[config.mk]
export PLATFORM = sky130hd
export DESIGN_NAME = nand_flash_dev_flat
export DESIGN_NICKNAME = d
export VERILOG_FILES = /design/src/logic/nand_seq_pkg.sv /design/src/logic/nand_link_if.sv /design/src/logic/nand_flash_dev.sv /design/src/flat_wrapper.sv
export SDC_FILE = /design/constraint.sdc
export NUM_CORES = 1
export LEC_CHECK = 0
export ABC_AREA = 0
export BUFFER_PORTS_ARGS = -buffer_cell sky130_fd_sc_hd__buf_4
export CORE_ASPECT_RATIO = 2
export CORE_MARGIN = 4
export CORE_UTILIZATION = 45
export CTS_BUF_LIST = sky130_fd_sc_hd__clkbuf_2
export DETAILED_ROUTE_END_ITERATION = 10
export MAX_ROUTING_LAYER = met4
export PLACE_DENSITY = 0.58
export SETUP_SLACK_MARGIN = 0.5
export SYNTH_ARGS = -nofsm -noshare
export SYNTH_HDL_FRONTEND = slang
export SYNTH_SLANG_ARGS = --single-unit
export TNS_END_PERCENT = 1
[constraint.sdc]
create_clock -name core_clk -period 3.8 [get_ports core_clk]
set_input_delay 0.76 -clock core_clk [delete_from_list [all_inputs] [get_ports core_clk]]
set_output_delay 0.76 -clock core_clk [all_outputs]
set_load 0.005 [all_outputs]
[src/logic/nand_seq_pkg.sv]
// Shared constants for the serial NAND link: opcodes, feature fields, timing, host registers.
// Assumes a 100 MHz core clock on both ends and a mode-0 serial link.
package nand_seq_pkg;
   // ****************************************
   // Clock and timing
   // ****************************************
   localparam int CLK_MHZ = 100;
   localparam int T_PROG_US = 300;
   localparam int T_READ_US = 25;
   localparam int PROG_CYCLES = T_PROG_US * CLK_MHZ;
   localparam int READ_CYCLES = T_READ_US * CLK_MHZ;
   localparam int SCK_HALF = 8;
   // ****************************************
   // Opcodes and feature addresses
   // ****************************************
   localparam logic [7:0] OP_WREN = 8'h06;
   localparam logic [7:0] OP_PROG_EXEC = 8'h10;
   localparam logic [7:0] OP_PAGE_READ = 8'h13;
   localparam logic [7:0] OP_SET_FEAT = 8'h1f;
   localparam logic [7:0] OP_GET_FEAT = 8'h0f;
   localparam logic [7:0] OP_READ = 8'h03;
   localparam logic [7:0] OP_FAST_READ = 8'h0b;
   localparam logic [7:0] FEAT_CFG = 8'hb0;
   localparam logic [7:0] FEAT_STATUS = 8'hc0;
   localparam logic [2:0] CFG_NOR_ENTER = 3'h5;
   localparam logic [2:0] CFG_NORMAL = 3'h0;
   localparam logic [2:0] CFG_NOR_FAIL = 3'h7;
   localparam int CFG_ECC_BIT = 4;
   localparam logic [7:0] CFG_RESET = 8'h10;
   localparam int ST_OIP_BIT = 0;
   localparam int ST_WEL_BIT = 1;
   localparam int ST_PFAIL_BIT = 3;
   // ****************************************
   // Array layout and bad-block marking
   // ****************************************
   localparam logic [11:0] SPARE_COL = 12'h800;
   localparam logic [7:0] BAD_MARK = 8'h00;
   localparam logic [7:0] ERASED = 8'hff;
   localparam int BLOCKS_1G = 1024;
   localparam int BLOCKS_2G = 2048;
   localparam int MIN_VALID_BLOCK_COUNT_1G = 1004;
   localparam int MIN_VALID_BLOCK_COUNT_2G = 2008;
   localparam int ECC_BITS = 8;
   localparam int ECC_SECTOR = 512;
   localparam int NOR_DUMMY_BITS = 8;
   // ****************************************
   // Host register map and event bits
   // ****************************************
   localparam logic [3:0] REG_CTRL = 4'h0;
   localparam logic [3:0] REG_BLOCK = 4'h1;
   localparam logic [3:0] REG_EVENT = 4'h2;
   localparam logic [3:0] REG_MASK = 4'h3;
   localparam logic [3:0] REG_RESULT = 4'h4;
   localparam int EV_SCAN_DONE = 0;
   localparam int EV_NOR_DONE = 1;
   localparam int EV_NOR_FAIL = 2;
endpackage

[src/logic/nand_link_if.sv]
// Serial link between the flash controller and the flash device.
// Assumes the bench resolves the data-out wire from miso_oe.
`timescale 1ns/1ps
interface nand_link_if;
   logic sclk;
   logic cs_n;
   logic mosi;
   logic miso;
   logic miso_oe;
   modport device (input sclk, input cs_n, input mosi, output miso, output miso_oe);
   modport host (output sclk, output cs_n, output mosi, input miso, input miso_oe);
endinterface

[src/logic/nand_flash_dev.sv]
// Serial NAND device end: bad-block marks, feature registers, NOR-style read mode.
// Assumes the link clock is sampled by core_clk and the fuse level is kept outside.
`timescale 1ns/1ps
module nand_flash_dev #(
   parameter int NUM_BLOCKS = nand_seq_pkg::BLOCKS_1G,
   parameter int MIN_VALID = nand_seq_pkg::MIN_VALID_BLOCK_COUNT_1G,
   parameter logic [NUM_BLOCKS-1:0] BAD_MAP = '0,
   parameter int PROG_CYCLES = nand_seq_pkg::PROG_CYCLES,
   parameter int READ_CYCLES = nand_seq_pkg::READ_CYCLES
) (
   input wire logic core_clk,
   input wire logic arst_n,
   nand_link_if.device link,
   input wire logic nor_fuse,
   output logic nor_fuse_burn,
   output logic nor_mode,
   output logic ecc_on,
   output logic valid_ok,
   output logic busy
);
   import nand_seq_pkg::*;
   localparam int BLK_W = $clog2(NUM_BLOCKS);

   // ****************************************
   // Link synchronisers
   // ****************************************
   logic [2:0] sclk_q;
   logic [1:0] cs_q;
   logic [1:0] mosi_q;
   always_ff @(posedge core_clk or negedge arst_n) begin
      if (!arst_n) begin
         sclk_q <= 3'h0;
         cs_q <= 2'h3;
         mosi_q <= 2'h0;
      end else begin
         sclk_q <= {sclk_q[1:0], link.sclk};
         cs_q <= {cs_q[0], link.cs_n};
         mosi_q <= {mosi_q[0], link.mosi};
      end
   end
   logic rise;
   logic fall;
   assign rise = sclk_q[1] & ~sclk_q[2];
   assign fall = ~sclk_q[1] & sclk_q[2];

   // ****************************************
   // Block quality figures
   // ****************************************
   function automatic int count_bad(input logic [NUM_BLOCKS-1:0] m);
      int n;
      n = 0;
      for (int i = 0; i < NUM_BLOCKS; i++) begin
         n = n + int'(m[i]);
      end
      return n;
   endfunction
   assign valid_ok = (NUM_BLOCKS - count_bad(BAD_MAP)) >= MIN_VALID;

   // ****************************************
   // Command engine
   // ****************************************
   logic [31:0] in_q, in_d;
   logic [15:0] cnt_q, cnt_d;
   logic [7:0] op_q, op_d;
   logic [7:0] fa_q, fa_d;
   logic [7:0] cfg_q, cfg_d;
   logic [11:0] col_q, col_d;
   logic [BLK_W-1:0] blk_q, blk_d;
   logic [5:0] page_q, page_d;
   logic [15:0] bsy_q, bsy_d;
   logic wel_q, wel_d;
   logic pfail_q, pfail_d;
   logic pend_q, pend_d;
   logic nor_q, nor_d;
   logic nfail_q, nfail_d;
   logic burn_q, burn_d;
   logic [7:0] out_q, out_d;
   logic oe_q, oe_d;
   logic [15:0] hdr;
   logic is_rd;
   logic [15:0] k;
   logic [11:0] col_k;
   logic [7:0] byte_v;

   always_comb begin
      is_rd = (op_q == OP_READ) || (op_q == OP_FAST_READ);
      hdr = 16'hffff;
      if (op_q == OP_GET_FEAT) begin
         hdr = 16'h0010;
      end else if (is_rd && nor_q && op_q == OP_FAST_READ) begin
         hdr = 16'(32 + NOR_DUMMY_BITS);
      end else if (is_rd) begin
         hdr = 16'h0020;
      end
      k = cnt_q - hdr;
      col_k = col_q + k[14:3];
      if (op_q == OP_GET_FEAT && fa_q == FEAT_STATUS) begin
         byte_v = 8'h00;
         byte_v[ST_OIP_BIT] = bsy_q != 16'h0000;
         byte_v[ST_WEL_BIT] = wel_q;
         byte_v[ST_PFAIL_BIT] = pfail_q;
      end else if (op_q == OP_GET_FEAT && fa_q == FEAT_CFG) begin
         byte_v = cfg_q;
         if (nor_q) begin
            byte_v[2:0] = CFG_NORMAL;
         end else if (nfail_q) begin
            byte_v[2:0] = CFG_NOR_FAIL;
         end
      end else if (op_q == OP_GET_FEAT) begin
         byte_v = 8'h00;
      end else if (BAD_MAP[blk_q] && (page_q == 6'h00 ||
                   (page_q == 6'h01 && col_k == SPARE_COL))) begin
         byte_v = BAD_MARK;
      end else begin
         byte_v = ERASED;
      end
   end

   always_comb begin
      in_d = in_q;
      cnt_d = cnt_q;
      op_d = op_q;
      fa_d = fa_q;
      cfg_d = cfg_q;
      col_d = col_q;
      blk_d = blk_q;
      page_d = page_q;
      bsy_d = bsy_q;
      wel_d = wel_q;
      pfail_d = pfail_q;
      pend_d = pend_q;
      nor_d = nor_q | nor_fuse;
      nfail_d = nfail_q;
      burn_d = 1'b0;
      out_d = out_q;
      oe_d = oe_q;
      if (bsy_q != 16'h0000) begin
         bsy_d = bsy_q - 16'h0001;
         if (bsy_q == 16'h0001 && pend_q) begin
            pend_d = 1'b0;
            if (pfail_q) begin
               nfail_d = 1'b1;
            end else begin
               nor_d = 1'b1;
               burn_d = 1'b1;
            end
         end
      end
      if (cs_q[1]) begin
         cnt_d = 16'h0000;
         oe_d = 1'b0;
      end else if (rise) begin
         in_d = {in_q[30:0], mosi_q[1]};
         if (cnt_q != 16'hffff) begin
            cnt_d = cnt_q + 16'h0001;
         end
         if (cnt_d == 16'h0008) begin
            op_d = in_d[7:0];
            if (in_d[7:0] == OP_WREN) begin
               wel_d = 1'b1;
            end
         end else if (cnt_d == 16'h0010 && op_q == OP_GET_FEAT) begin
            fa_d = in_d[7:0];
         end else if (cnt_d == 16'h0018) begin
            if (op_q == OP_SET_FEAT && in_d[15:8] == FEAT_CFG) begin
               cfg_d = in_d[7:0];
            end
            if (is_rd && !nor_q) begin
               col_d = in_d[11:0];
            end
         end else if (cnt_d == 16'h0020) begin
            if (op_q == OP_PROG_EXEC && wel_q) begin
               wel_d = 1'b0;
               bsy_d = 16'(PROG_CYCLES);
               pfail_d = BAD_MAP[in_d[BLK_W+5:6]];
               pend_d = cfg_q[2:0] == CFG_NOR_ENTER && in_d[23:0] == 24'h000000;
            end
            if (op_q == OP_PAGE_READ) begin
               blk_d = in_d[BLK_W+5:6];
               page_d = in_d[5:0];
               bsy_d = 16'(READ_CYCLES);
            end
            if (is_rd && nor_q) begin
               col_d = in_d[11:0];
            end
         end
      end else if (fall && cnt_q >= hdr && cnt_q != 16'h0000) begin
         oe_d = 1'b1;
         if (k[2:0] == 3'h0) begin
            out_d = byte_v;
         end else begin
            out_d = {out_q[6:0], 1'b0};
         end
      end
   end

   always_ff @(posedge core_clk or negedge arst_n) begin
      if (!arst_n) begin
         in_q <= 32'h00000000;
         cnt_q <= 16'h0000;
         op_q <= 8'h00;
         fa_q <= 8'h00;
         cfg_q <= CFG_RESET;
         col_q <= 12'h000;
         blk_q <= '0;
         page_q <= 6'h00;
         bsy_q <= 16'h0000;
         wel_q <= 1'b0;
         pfail_q <= 1'b0;
         pend_q <= 1'b0;
         nor_q <= 1'b0;
         nfail_q <= 1'b0;
         burn_q <= 1'b0;
         out_q <= 8'h00;
         oe_q <= 1'b0;
      end else begin
         in_q <= in_d;
         cnt_q <= cnt_d;
         op_q <= op_d;
         fa_q <= fa_d;
         cfg_q <= cfg_d;
         col_q <= col_d;
         blk_q <= blk_d;
         page_q <= page_d;
         bsy_q <= bsy_d;
         wel_q <= wel_d;
         pfail_q <= pfail_d;
         pend_q <= pend_d;
         nor_q <= nor_d;
         nfail_q <= nfail_d;
         burn_q <= burn_d;
         out_q <= out_d;
         oe_q <= oe_d;
      end
   end

   assign link.miso = out_q[7];
   assign link.miso_oe = oe_q;
   assign nor_fuse_burn = burn_q;
   assign nor_mode = nor_q;
   assign ecc_on = cfg_q[CFG_ECC_BIT];
   assign busy = bsy_q != 16'h0000;
endmodule // nand_flash_dev

[src/flat_wrapper.sv]
// flat-port wrapper written by rule: the top's interface ports become plain ports
module nand_flash_dev_flat import nand_seq_pkg::*;
#(
   parameter int NUM_BLOCKS = nand_seq_pkg::BLOCKS_1G,
   parameter int MIN_VALID = nand_seq_pkg::MIN_VALID_BLOCK_COUNT_1G,
   parameter logic [NUM_BLOCKS-1:0] BAD_MAP = '0,
   parameter int PROG_CYCLES = nand_seq_pkg::PROG_CYCLES,
   parameter int READ_CYCLES = nand_seq_pkg::READ_CYCLES
)
  (core_clk, arst_n, nor_fuse, nor_fuse_burn, nor_mode, ecc_on, valid_ok, busy, link_sclk, link_cs_n, link_mosi, link_miso, link_miso_oe);
  nand_link_if link_i ();
  input wire logic core_clk;
  input wire logic arst_n;
  input wire logic nor_fuse;
  output logic nor_fuse_burn;
  output logic nor_mode;
  output logic ecc_on;
  output logic valid_ok;
  output logic busy;
  input wire logic [$bits(link_i.sclk)-1:0] link_sclk;
  input wire logic [$bits(link_i.cs_n)-1:0] link_cs_n;
  input wire logic [$bits(link_i.mosi)-1:0] link_mosi;
  output wire logic [$bits(link_i.miso)-1:0] link_miso;
  output wire logic [$bits(link_i.miso_oe)-1:0] link_miso_oe;
  assign link_i.sclk = link_sclk;
  assign link_i.cs_n = link_cs_n;
  assign link_i.mosi = link_mosi;
  assign link_miso = link_i.miso;
  assign link_miso_oe = link_i.miso_oe;
  nand_flash_dev #(.NUM_BLOCKS(NUM_BLOCKS), .MIN_VALID(MIN_VALID), .BAD_MAP(BAD_MAP), .PROG_CYCLES(PROG_CYCLES), .READ_CYCLES(READ_CYCLES)) u_core (.core_clk(core_clk), .arst_n(arst_n), .link(link_i), .nor_fuse(nor_fuse), .nor_fuse_burn(nor_fuse_burn), .nor_mode(nor_mode), .ecc_on(ecc_on), .valid_ok(valid_ok), .busy(busy));
endmodule
==> results.ini <==
[drt]
drt_iter0_drc = 185
viasPerCell = 5.65
drcViolationCount = 0
wl_per_cell_um = 17.3
antenna_left = 0
routed_wl_mm = 12.5
dr.pass1.iters = 4
vias = 4093

[hold_path]
worst_hold_path_type = input port to flip-flop

[synth]
synth_cells = 549
ys_seq_area_share_pct = 46.9
synth_enable_flop_cells = 0
synth.top_cell.area_share_pct = 45.5
syn_area_mm2 = 0.00529
synth.area.top_cells = dfrtp_1 (45%), nand2_1 (7.2%), mux2_2 (6.6%)
synthFlopType = dfrtp_1
synth_top_area_cell = dfrtp_1
avgSynthCellArea_um2 = 9.63
ys_ff_latch = 99
yosys-top-cells-count = nand2_1 (101), dfrtp_1 (96), nor2_1 (49)
syn-num-nets = 575
async_flop_share_pct = 100
yosysWarnings = 0
synthDistinctLibCells = 52
yosysMostFrequentCell = nand2_1

[finish]
layout-drive-gt1-share_pct = 19.6
area_delta_synth_final_pct = 10.3
multiInputGateArea_mm2 = 0.00272
fillerInstances = 1124
seq_area_mm2 = 0.00249
nets = 603

[clock_tree]
cts_buffers = 9
hold_buffers = 0
insertion_delay_ns = 0.58
cts.clk_slew.worst_paths_ns = 0.28
clockRootBuffer = clkbuf_2
cts_sinks = 99
htree_levels = 3
cts_tree = yes
cts.path.max_buffers = 2

[grt]
grt-ovfl-total = 0
grt.met1_usage_pct = 20.6
met2_usage_pct = 36.5
track_usage_pct = 19.9
grt_max_degree = 85
top_usage_layer = met2
antenna_found_initial = 1
grt_use_met3_pct = 2.35
grt_pass1_wl_mm = 21.0
grt_pass1_vias = 4189

[timing]
setup_ws_ns = 0.597
finalClockSkew_ns = 0.0242
worstMarginPinSlew_ns = 1.07
setup_viol_count_final = 0
fin_setup_tns_ns = 0
fin_crit_ns = 3.20
period_share_pct = 84.3
hold_viol = 0
rsz0062_at_grt = true
fmax_ghz = 0.312
slew_viol_final = 0
slew_headroom_pct = 29.0

[worst_setup_path]
worstSetupPathType = flip-flop to flip-flop
endpoint = u_core.fa_q[4]
cp-start-kind = flip-flop
crit_fanout = 8
r2r_start = u_core.cnt_q[14]
critPathLaunch = u_core.cnt_q[14]
crit_path_end_kind = flip-flop
timing.rr.end = u_core.fa_q[4]
required_ns = 4.29
worst_r2r_path_depth = 8
r2r_slack_ns = 0.60
arrival_ns = 3.70

[floorplan]
start_util_pct = 46.3
io_pins = 13
fp.dieW_um = 84.6
fp.dieH_um = 161
rows = 55
dieArea_mm2 = 0.0136
core-area_mm2 = 0.0114

[power_and_ir_drop]
p_leak_uw = 0.00291
peakVddDrop_uv = 245
power.density_mw_per_mm2 = 295

[job]
cap_violations = 0

[placed_design]
globalplace.congestion = 0.911
io_buffers = 11
place_ws_ns = 0.335
place_hpwl_mm = 9.32

[status]
outcome = finished clean

==> per-layer routing <==
layer,wire [µm],vias up
met1,4710,2031
met5,0,-
met3,180,25
met4,440,0
li1,-,1991
met2,7190,46
==> state kept, by name (all words and copies together), names as in the netlist <==
register              count
u_core.bsy_q             16
u_core.cfg_q              8
u_core.cnt_q             16
u_core.cs_q               2
u_core.fa_q               8
u_core.in_q              23
u_core.link.miso_oe       1
u_core.mosi_q             2
u_core.nor_fuse_burn      1
u_core.nor_mode           1
u_core.op_q               8
u_core.out_q              8
u_core.pend_q             1
u_core.sclk_q             3
u_core.wel_q              1
==> per-stage QoR <==
step | power (µW) | area (µm²) | cells | hold slack (ns) | utilization [%]
after floorplan | 1180 | 5290 | 549 | 0.331 | -
after global placement | 1250 | 5600 | 699 | 0.334 | 49.0
after detailed placement | 1250 | 5600 | 699 | 0.346 | 49.0
after CTS | 1740 | 5740 | 718 | 0.188 | 50.2
after global routing | 1810 | 5830 | 725 | 0.175 | 51.0
final | 1720 | 5830 | 725 | 0.252 | 51.0
==> final cells by class <==
type                    instances  share of cell area (%)
flip-flops and latches         99                    42.7
well taps                     142                    3.05
repair buffers                 40                    5.15
clock buffers                   9                   0.773
diodes                          1                  0.0429
clock inverters                 7                    1.03
multi-input cells             417                    46.6
inverters                      10                   0.644
==> cell usage in the layout, fill, tap and decap left out, types with 5 or more instances in the layout <==
master    count
a21o_1       11
a21oi_1      28
and3_1        7
buf_4        40
clkbuf_2      9
dfrtp_1      90
dfrtp_2       6
ha_1         19
inv_1        10
mux2_2       31
nand2_1     101
nand2b_1      8
nand3_1      12
nand4_1      16
nor2_1       48
nor3_1       16
nor4_1       10
nor4b_1       5
o21ai_0       8
or3_1        10
xnor2_1      11
xor2_1       18
==> cells by family after synthesis <==
family                   Yosys count  share of synthesized area (%)
AO/OA/AOI/OAI                     72                           8.74
XOR/XNOR                          29                           4.81
adder cells (fa/ha/maj)           20                           4.73
buffers and inverters             33                           2.58
flip-flops                        99                           46.9
multiplexers                      36                           7.58
other                              1                         0.0710
AND/OR/NAND/NOR                  259                           24.6
==> power by group <==
part | switching [µW] | internal [µW]
logic | 65.6 | 35.8
clock network | 384 | 100
registers | 48.5 | 1080
total | 498 | 1220
==> worst min path at each step <==
stage / start / end / slack (ns) / depth (start not counted)
3_5_place_dp: u_core.mosi_q[0] / u_core.mosi_q[1] / 0.35 / 0
6_report: link_cs_n / u_core.cs_q[0] / 0.25 / 1
3_3_place_gp: u_core.mosi_q[0] / u_core.mosi_q[1] / 0.33 / 0
2_1_floorplan: u_core.mosi_q[0] / u_core.mosi_q[1] / 0.33 / 0
5_1_grt: link_cs_n / u_core.cs_q[0] / 0.17 / 1
4_1_cts: link_cs_n / u_core.cs_q[0] / 0.19 / 1
==> critical path: stages (launching register included) <==
cell and delay, ns:
dfrtp_1 0.60, nand4_2 0.19, or4_1 0.70, a31oi_1 0.22, a31oi_1 0.06, or4_4 0.47
nor4b_4 0.29, buf_4 0.22, mux2_2 0.35
==> timing repair <==
action                     4_1_cts  5_1_grt
setup endpoints to repair       25       45
setup buffers                    3        6
gates resized for setup          4       13
pin swaps                        2        0
hold endpoints to repair         0        0
Power figures use the tool's default switching activity.
